File: src/common/cca_map.vh
// constants for the capture/compare counter array
// assumes one system clock and a synchronous active-low reset
`ifndef CCA_MAP_VH
`define CCA_MAP_VH
// ************************************
// clock sources
// ************************************
`define CCA_SRC_DIV12 3'h0
`define CCA_SRC_DIV4 3'h1
`define CCA_SRC_T0OVF 3'h2
`define CCA_SRC_EXTIN 3'h3
`define CCA_SRC_SYS 3'h4
`define CCA_SRC_XDIV8 3'h5
`define CCA_DIV12_LAST 4'hB
`define CCA_DIV4_LAST 2'h3
`define CCA_XDIV8_LAST 3'h7
// ************************************
// module modes
// ************************************
`define CCA_MODE_OFF 3'h0
`define CCA_MODE_CAPT 3'h1
`define CCA_MODE_STIM 3'h2
`define CCA_MODE_HSO 3'h3
`define CCA_MODE_PWM8 3'h4
`define CCA_MODE_PWM16 3'h5
`define CCA_MODE_FREQ 3'h6
`define CCA_MODE_WDOG 3'h7
// ************************************
// reset values
// ************************************
`define CCA_RST_COUNT 16'h0000
`define CCA_RST_WDOG_MATCH 16'hFFFF
`endif

File: src/hdl/cca_module.v
// one capture/compare module of the counter array
// assumes count and tick come from the shared time base, all on clk_sys
`timescale 1ns/1ps
`include "cca_map.vh"
module cca_module (
  clk_sys,
  nrst,
  tick,
  count,
  mode,
  cap_rise,
  cap_fall,
  cmp_load,
  cmp_value,
  pin_in,
  pin_out,
  cmp_value_ff,
  event_ff
);
  input wire clk_sys;
  input wire nrst;
  input wire tick;
  input wire [15:0] count;
  input wire [2:0] mode;
  input wire cap_rise;
  input wire cap_fall;
  input wire cmp_load;
  input wire [15:0] cmp_value;
  input wire pin_in;
  output reg pin_out;
  output reg [15:0] cmp_value_ff;
  output reg event_ff;
  reg [1:0] sync_ff;
  reg prev_ff;
  reg [7:0] freq_cnt_ff;
  wire edge_hit;
  wire match;
  wire match8;
  assign edge_hit = (cap_rise & sync_ff[1] & ~prev_ff) | (cap_fall & ~sync_ff[1] & prev_ff);
  assign match = tick & (count == cmp_value_ff);
  assign match8 = tick & (count[7:0] == cmp_value_ff[7:0]);
  // ************************************
  // mode logic
  // ************************************
  always @(posedge clk_sys) begin
    if (!nrst) begin
      sync_ff <= 2'h0;
      prev_ff <= 1'b0;
      pin_out <= 1'b0;
      cmp_value_ff <= 16'h0000;
      event_ff <= 1'b0;
      freq_cnt_ff <= 8'h00;
    end else begin
      sync_ff <= {sync_ff[0], pin_in};
      prev_ff <= sync_ff[1];
      event_ff <= 1'b0;
      case (mode)
        `CCA_MODE_CAPT: begin
          if (edge_hit) begin
            cmp_value_ff <= count;
            event_ff <= 1'b1;
          end
        end
        `CCA_MODE_STIM: begin
          event_ff <= match;
        end
        `CCA_MODE_HSO: begin
          if (match) begin
            pin_out <= ~pin_out;
            event_ff <= 1'b1;
          end
        end
        `CCA_MODE_PWM8: begin
          if (tick) begin
            pin_out <= (count[7:0] >= cmp_value_ff[15:8]);
          end
          if (tick && count[7:0] == 8'hFF) begin
            cmp_value_ff[7:0] <= cmp_value_ff[15:8];
          end
        end
        `CCA_MODE_PWM16: begin
          if (tick) begin
            pin_out <= (count >= cmp_value_ff);
          end
        end
        `CCA_MODE_FREQ: begin
          if (match8) begin
            if (freq_cnt_ff == cmp_value_ff[15:8]) begin
              freq_cnt_ff <= 8'h00;
              pin_out <= ~pin_out;
            end else begin
              freq_cnt_ff <= freq_cnt_ff + 8'h01;
            end
          end
        end
        `CCA_MODE_WDOG: begin
          event_ff <= match;
        end
        default: begin
          pin_out <= 1'b0;
        end
      endcase
      if (cmp_load) begin
        cmp_value_ff <= cmp_value;
      end
    end
  end
endmodule

File: src/hdl/cca_top.v
// counter array: shared time base, three capture/compare modules, watchdog on module two
// assumes pin inputs are asynchronous; control inputs are on clk_sys
`timescale 1ns/1ps
`include "cca_map.vh"
module cca_top (
  clk_sys,
  nrst,
  por_flag,
  debug_halt,
  clk_sel,
  run,
  t0_overflow,
  ext_osc,
  external_count_input,
  count_load,
  count_value,
  mode0,
  mode1,
  mode2,
  cap_rise,
  cap_fall,
  cmp_load,
  cmp_value,
  wdog_disable,
  wdog_lock,
  wdog_kick,
  pin_in,
  pin_out,
  count_ff,
  overflow_ff,
  cmp0,
  cmp1,
  cmp2,
  module_event,
  wdog_enabled_ff,
  wdog_locked_ff,
  wdog_reset_ff
);
  input wire clk_sys;
  input wire nrst;
  input wire por_flag;
  input wire debug_halt;
  input wire [2:0] clk_sel;
  input wire run;
  input wire t0_overflow;
  input wire ext_osc;
  input wire external_count_input;
  input wire count_load;
  input wire [15:0] count_value;
  input wire [2:0] mode0;
  input wire [2:0] mode1;
  input wire [2:0] mode2;
  input wire [2:0] cap_rise;
  input wire [2:0] cap_fall;
  input wire [2:0] cmp_load;
  input wire [15:0] cmp_value;
  input wire wdog_disable;
  input wire wdog_lock;
  input wire wdog_kick;
  input wire [2:0] pin_in;
  output wire [2:0] pin_out;
  output reg [15:0] count_ff;
  output reg overflow_ff;
  output wire [15:0] cmp0;
  output wire [15:0] cmp1;
  output wire [15:0] cmp2;
  output wire [2:0] module_event;
  output reg wdog_enabled_ff;
  output reg wdog_locked_ff;
  output reg wdog_reset_ff;
  reg [3:0] div_ff;
  reg [1:0] eci_sync_ff;
  reg eci_prev_ff;
  reg [1:0] xosc_sync_ff;
  reg xosc_prev_ff;
  reg [2:0] xdiv_ff;
  reg tick_src;
  wire tick;
  wire eci_rise;
  wire xosc_rise;
  wire [2:0] eff_mode2;
  wire [15:0] cmp_bus [0:2];
  wire [2:0] mode_bus [0:2];
  wire div12_tick;
  wire div4_tick;
  wire xdiv8_tick;
  wire wrap;
  wire wdog_hit;
  // ************************************
  // clock source selection
  // ************************************
  assign eci_rise = eci_sync_ff[1] & ~eci_prev_ff;
  assign xosc_rise = xosc_sync_ff[1] & ~xosc_prev_ff;
  assign div12_tick = (div_ff == `CCA_DIV12_LAST);
  assign div4_tick = (div_ff[1:0] == `CCA_DIV4_LAST);
  assign xdiv8_tick = xosc_rise & (xdiv_ff == `CCA_XDIV8_LAST);
  always @* begin
    case (clk_sel)
      `CCA_SRC_DIV12: tick_src = div12_tick;
      `CCA_SRC_DIV4: tick_src = div4_tick;
      `CCA_SRC_T0OVF: tick_src = t0_overflow;
      `CCA_SRC_EXTIN: tick_src = eci_rise;
      `CCA_SRC_SYS: tick_src = 1'b1;
      `CCA_SRC_XDIV8: tick_src = xdiv8_tick;
      default: tick_src = 1'b0;
    endcase
  end
  assign tick = tick_src & run & ~debug_halt;
  // ************************************
  // pin synchronisers and prescaler counters
  // ************************************
  always @(posedge clk_sys) begin
    if (!nrst) begin
      eci_sync_ff <= 2'h0;
      eci_prev_ff <= 1'b0;
      xosc_sync_ff <= 2'h0;
      xosc_prev_ff <= 1'b0;
    end else begin
      eci_sync_ff <= {eci_sync_ff[0], external_count_input};
      eci_prev_ff <= eci_sync_ff[1];
      xosc_sync_ff <= {xosc_sync_ff[0], ext_osc};
      xosc_prev_ff <= xosc_sync_ff[1];
    end
  end
  always @(posedge clk_sys) begin
    if (!nrst) begin
      div_ff <= 4'h0;
      xdiv_ff <= 3'h0;
    end else begin
      if (!debug_halt) begin
        if (div_ff == `CCA_DIV12_LAST) begin
          div_ff <= 4'h0;
        end else begin
          div_ff <= div_ff + 4'h1;
        end
        if (xosc_rise) begin
          xdiv_ff <= xdiv_ff + 3'h1;
        end
      end
    end
  end
  // ************************************
  // time base
  // ************************************
  assign wrap = tick & (count_ff == 16'hFFFF);
  always @(posedge clk_sys) begin
    if (!nrst) begin
      count_ff <= `CCA_RST_COUNT;
    end else if (count_load) begin
      count_ff <= count_value;
    end else if (tick) begin
      count_ff <= count_ff + 16'h0001;
    end
  end
  // ************************************
  // overflow flag
  // ************************************
  always @(posedge clk_sys) begin
    if (!nrst) begin
      overflow_ff <= 1'b0;
    end else if (wrap && !count_load) begin
      overflow_ff <= 1'b1;
    end
  end
  // ************************************
  // watchdog control
  // ************************************
  always @(posedge clk_sys) begin
    if (!nrst) begin
      wdog_enabled_ff <= 1'b1;
      wdog_locked_ff <= 1'b0;
      wdog_reset_ff <= 1'b0;
    end else begin
      if (wdog_lock && por_flag) begin
        wdog_locked_ff <= 1'b1;
      end
      if (wdog_disable && !wdog_locked_ff && !(wdog_lock && por_flag)) begin
        wdog_enabled_ff <= 1'b0;
      end
      wdog_reset_ff <= wdog_hit;
    end
  end
  assign wdog_hit = wdog_enabled_ff & module_event[2];
  // ************************************
  // mode steering
  // ************************************
  assign eff_mode2 = wdog_enabled_ff ? `CCA_MODE_WDOG : mode2;
  assign mode_bus[0] = (mode0 == `CCA_MODE_WDOG) ? `CCA_MODE_OFF : mode0;
  assign mode_bus[1] = (mode1 == `CCA_MODE_WDOG) ? `CCA_MODE_OFF : mode1;
  assign mode_bus[2] = eff_mode2;
  // ************************************
  // capture/compare modules
  // ************************************
  genvar gi;
  generate
    for (gi = 0; gi < 3; gi = gi + 1) begin : g_mod
      wire load_i;
      wire [15:0] val_i;
      assign load_i = (gi == 2 && wdog_enabled_ff) ? (wdog_kick | cmp_load[gi]) : cmp_load[gi];
      assign val_i = (gi == 2 && wdog_enabled_ff && wdog_kick) ?
        (count_ff + `CCA_RST_WDOG_MATCH) : cmp_value;
      cca_module u_cca_module (
        .clk_sys(clk_sys),
        .nrst(nrst),
        .tick(tick),
        .count(count_ff),
        .mode(mode_bus[gi]),
        .cap_rise(cap_rise[gi]),
        .cap_fall(cap_fall[gi]),
        .cmp_load(load_i),
        .cmp_value(val_i),
        .pin_in(pin_in[gi]),
        .pin_out(pin_out[gi]),
        .cmp_value_ff(cmp_bus[gi]),
        .event_ff(module_event[gi])
      );
    end
  endgenerate
  // ************************************
  // outputs
  // ************************************
  assign cmp0 = cmp_bus[0];
  assign cmp1 = cmp_bus[1];
  assign cmp2 = cmp_bus[2];
endmodule

File: config.mk
export PLATFORM = sky130hd
export DESIGN_NAME = cca_top
export DESIGN_NICKNAME = d
export VERILOG_FILES = /design/src/hdl/cca_module.v /design/src/hdl/cca_top.v
export VERILOG_INCLUDE_DIRS = /design/src /design/src/common
export SDC_FILE = /design/constraint.sdc
export NUM_CORES = 1
export LEC_CHECK = 0
export BUFFER_PORTS_ARGS = -buffer_cell sky130_fd_sc_hd__buf_2
export CAP_MARGIN = 20
export CORE_AREA = 10 10 98 187
export DETAILED_ROUTE_END_ITERATION = 8
export DIE_AREA = 0 0 108 197
export GPL_TIMING_DRIVEN = 0
export PLACE_DENSITY = 0.8
export SLEW_MARGIN = 20
export SYNTH_ARGS = -nofsm -noshare
export SYNTH_HDL_FRONTEND = slang
export SYNTH_HIERARCHICAL = 1
export SYNTH_SLANG_ARGS = --single-unit
export TNS_END_PERCENT = 10
File: constraint.sdc
create_clock -name clk_sys -period 3.1 [get_ports clk_sys]
set_input_delay 0 -clock clk_sys [delete_from_list [all_inputs] [get_ports clk_sys]]
set_output_delay 0 -clock clk_sys [all_outputs]
set_load 0.05 [all_outputs]
==> flow_metrics.py <==
metrics = {
    "timing": {
        "min_period_ns": 2.96,
        "finalSetupViolCount": 0,
        "finalMaxSlewViolations": 0,
        "fin_crit_sh_pct": 95.4,
        "max_freq_ghz": 0.338,
        "clock-skew-final_ns": 0.00936,
        "worst_pin_slew_ns": 0.924,
        "relSlewSlack_pct": 38.3,
        "rsz0062_at_grt": "false",
        "setup_ws_ns": 0.142,
        "holdWs_ns": 0.0183,
        "tns_ns": 0,
        "hold_viol_final": 0,
    },
    "detailed_routing": {
        "viasPerCell": 6.08,
        "wl_per_cell_um": 20.1,
        "wl_um": 29000,
        "top_layer": "met4",
        "drc": 0,
        "drtIter0Drc": 463,
        "vias": 8786,
        "drt-pass1-iter-count": 6,
        "dr_wl_met3_um": 2070,
        "wl_met1_um": 9800,
        "met2_length_um": 14600,
        "ant_nets": 0,
    },
    "global_routing": {
        "grt_util_all_layers_pct": 27.1,
        "grt_pass1_vias": 9012,
        "grt_start_max_net_pins": 22,
        "grt_pass1_wl_um": 45400,
        "antenna_found_initial": 0,
        "overflow": 0,
    },
    "layout": {
        "final_common_cell": "buf_2",
        "drive_gt1_share_pct": 19.1,
        "fin_util_pct": 69.2,
        "fillers": 1308,
        "mostFrequentLayoutCells": "buf_2, nand2_1, dfxtp_1, ha_1, o21ai_0",
        "multi_input_area_sq_um": 5860,
        "regArea_sq_um": 2410,
        "fin_nets": 1383,
        "diodes": 0,
        "area_growth_pct": 21.2,
    },
    "cts": {
        "cts_made_buffers": 17,
        "cts_setup_buffers": 0,
        "cts_tree": "yes",
        "clk_latency_ns": 0.43,
        "clock_path_buffers": 2,
        "htreeDepth": 4,
        "clkSlewWorstSetupHoldPaths_ns": 0.06,
        "cts_root_buf": "clkbuf_16",
        "cts_sinks": 120,
    },
    "yosys": {
        "ys_ff_latch": 120,
        "synth_top_area_cell": "dfxtp_1",
        "synth_ff_type": "dfxtp_1",
        "yosysWarnings": 6,
        "syn_nets": 1196,
        "yosys-top-cells-area": "dfxtp_1, ha_1, nand2_1",
        "syn-cell-area_sq_um": 8740,
        "synth_top_area_share_pct": 27.5,
        "ys_types": 62,
        "seq_area_frac_synth_pct": 27.5,
        "synthCells": 1048,
        "synth-edff-count": 0,
        "synthArstFlopShare_pct": 0,
        "synth_area_per_cell_sq_um": 8.34,
    },
    "setup_path": {
        "cp_top_family": "compound AO/OA/AOI/OAI gates",
        "cp_cell_sequence": "ha_1 > nand4_2 > nor3_1 > a2111oi_0 > o21ai_0 > a41o_1 > a32o_1",
        "crit_path_end_kind": "register",
        "cp_slowest_cell": "dfxtp_1",
        "critPathKind": "register to register",
        "cp-start-kind": "register",
        "worst-path-buf-inv": 0,
        "worstPathRequired_ns": 3.42,
        "slowest_delay_ns": 0.93,
        "worstPathMaxFanout": 14,
        "crit_arrival_ns": 3.27,
    },
    "floorplan": {
        "die_y_um": 197,
        "initial_utilization_pct": 57.1,
        "pin_count": 142,
        "die_area_sq_um": 21300,
        "die_x_um": 108,
        "core-area_sq_um": 15300,
        "rows": 64,
    },
    "placement": {
        "portBuffers": 138,
        "place.gp.congestion": 0.966,
        "dp_hpwl_um": 21500,
        "dp_slack_ns": -0.0395,
    },
    "hold_path": {
        "hold_class": "primary input to register",
    },
    "power": {
        "ir_worst_vdd_mv": 0.363,
        "p_total_mw": 5.17,
        "power.density_nw_per_um2": 489,
        "p_leak_nw": 4.91,
    },
    "run_status": {
        "outcome": "complete, no violations",
    },
    "run": {
        "max_cap_viol_count": 0,
    },
}
[report_power, final]
| part | internal [mW] | switching (mW) | leakage, nW | total, mW |
|---|---|---|---|---|
| sequential | 1.62 | 0.167 | 0.985 | 1.79 |
| combinational | 0.489 | 0.821 | 3.63 | 1.31 |
| clock | 1.34 | 0.730 | 0.296 | 2.07 |
| total | 3.45 | 1.72 | 4.91 | 5.17 |
[per-stage QoR]
stage	instance area [sq um]	instances
after floorplan	8740	1048
final	10600	1445
after global routing	10600	1445
after detailed placement	9670	1384
after global placement	9670	1384
after CTS	10600	1445
[cells in the mapped netlist, types with 4 or more instances]
cell type	count
nand2b_1	6
nand4_1	25
a21oi_1	37
nor2_1	41
a31oi_1	19
o211a_1	24
and3_1	8
xnor2_1	17
xor2_1	41
a21o_1	14
ha_1	80
and2_1	21
nand3_1	15
nor4_1	8
a21boi_0	10
o21ai_0	74
o21ai_1	5
or3_1	14
o211ai_1	7
buf_2	8
nand2_1	131
dfxtp_1	120
inv_1	68
or2_2	7
o31a_1	4
nand3b_1	10
mux2_2	25
nor3b_1	4
and4_1	5
o21a_1	5
nor3_1	10
nor2b_1	38
clkbuf_1	34
mux2i_1	49
buf_6	4
a41oi_1	4
[kinds of logic after synthesis]
logic type / after synthesis / share of synthesized area [%]
AND/OR/NAND/NOR: 367 / 23.1
AO/OA/AOI/OAI: 233 / 17.8
flip-flops: 120 / 27.5
buffers and inverters: 116 / 5.46
adder cells (fa/ha/maj): 80 / 11.5
multiplexers: 74 / 8.84
XOR/XNOR: 58 / 5.81
[worst register-to-register path, stage by stage, from the launching register on]
cell,delay (ns)
dfxtp_1,0.93
ha_1,0.40
nand4_2,0.15
nor3_1,0.08
a2111oi_0,0.53
o21ai_0,0.24
a41o_1,0.29
a32o_1,0.23
[cell type report]
type,count,share of cell area (%)
multi-input combinational,812,55.3
clock buffer,24,4.64
clock inverter,7,1.10
timing repair buffer,168,9.36
inverter,69,2.45
tap,198,2.34
buffer,47,2.06
sequential,120,22.7
[repair_timing]
item                                    4_1_cts  5_1_grt
gates cloned                                  0        0
endpoints found under the setup margin        6        3
hold buffers                                 30        0
gates resized for setup                       1        3
endpoints found under the hold margin        29        0
[final timing paths]
check	startpoint	to	slack, ns	cells after the start
worst max register to register	count_ff[6]	g_mod[1].u_cca_module/pin_out	0.14	7
worst min-delay path	debug_halt	div_ff[0]	0.02	3
worst max-delay path	count_ff[6]	g_mod[1].u_cca_module/pin_out	0.14	7
worst min register to register	eci_sync_ff[0]	eci_sync_ff[1]	0.43	1
[registers in the layout, indices dropped and copies added, names as in the netlist, 3 cells and up]
signal	flops
g_mod.u_cca_module/pin_out	3
g_mod.u_cca_module/freq_cnt_ff	24
g_mod.u_cca_module/prev_ff	3
g_mod.u_cca_module/sync_ff	6
div_ff	4
g_mod.u_cca_module/event_ff	3
count_ff	16
xdiv_ff	3
g_mod.u_cca_module/cmp_value_ff	48
[per-layer routing]
metal,track usage (%),up-vias
met5,0,-
met4,23.9,0
met3,6.34,165
met2,46.9,418
met1,25.6,4075
li1,-,4128
(Power assumes the default switching activity.)
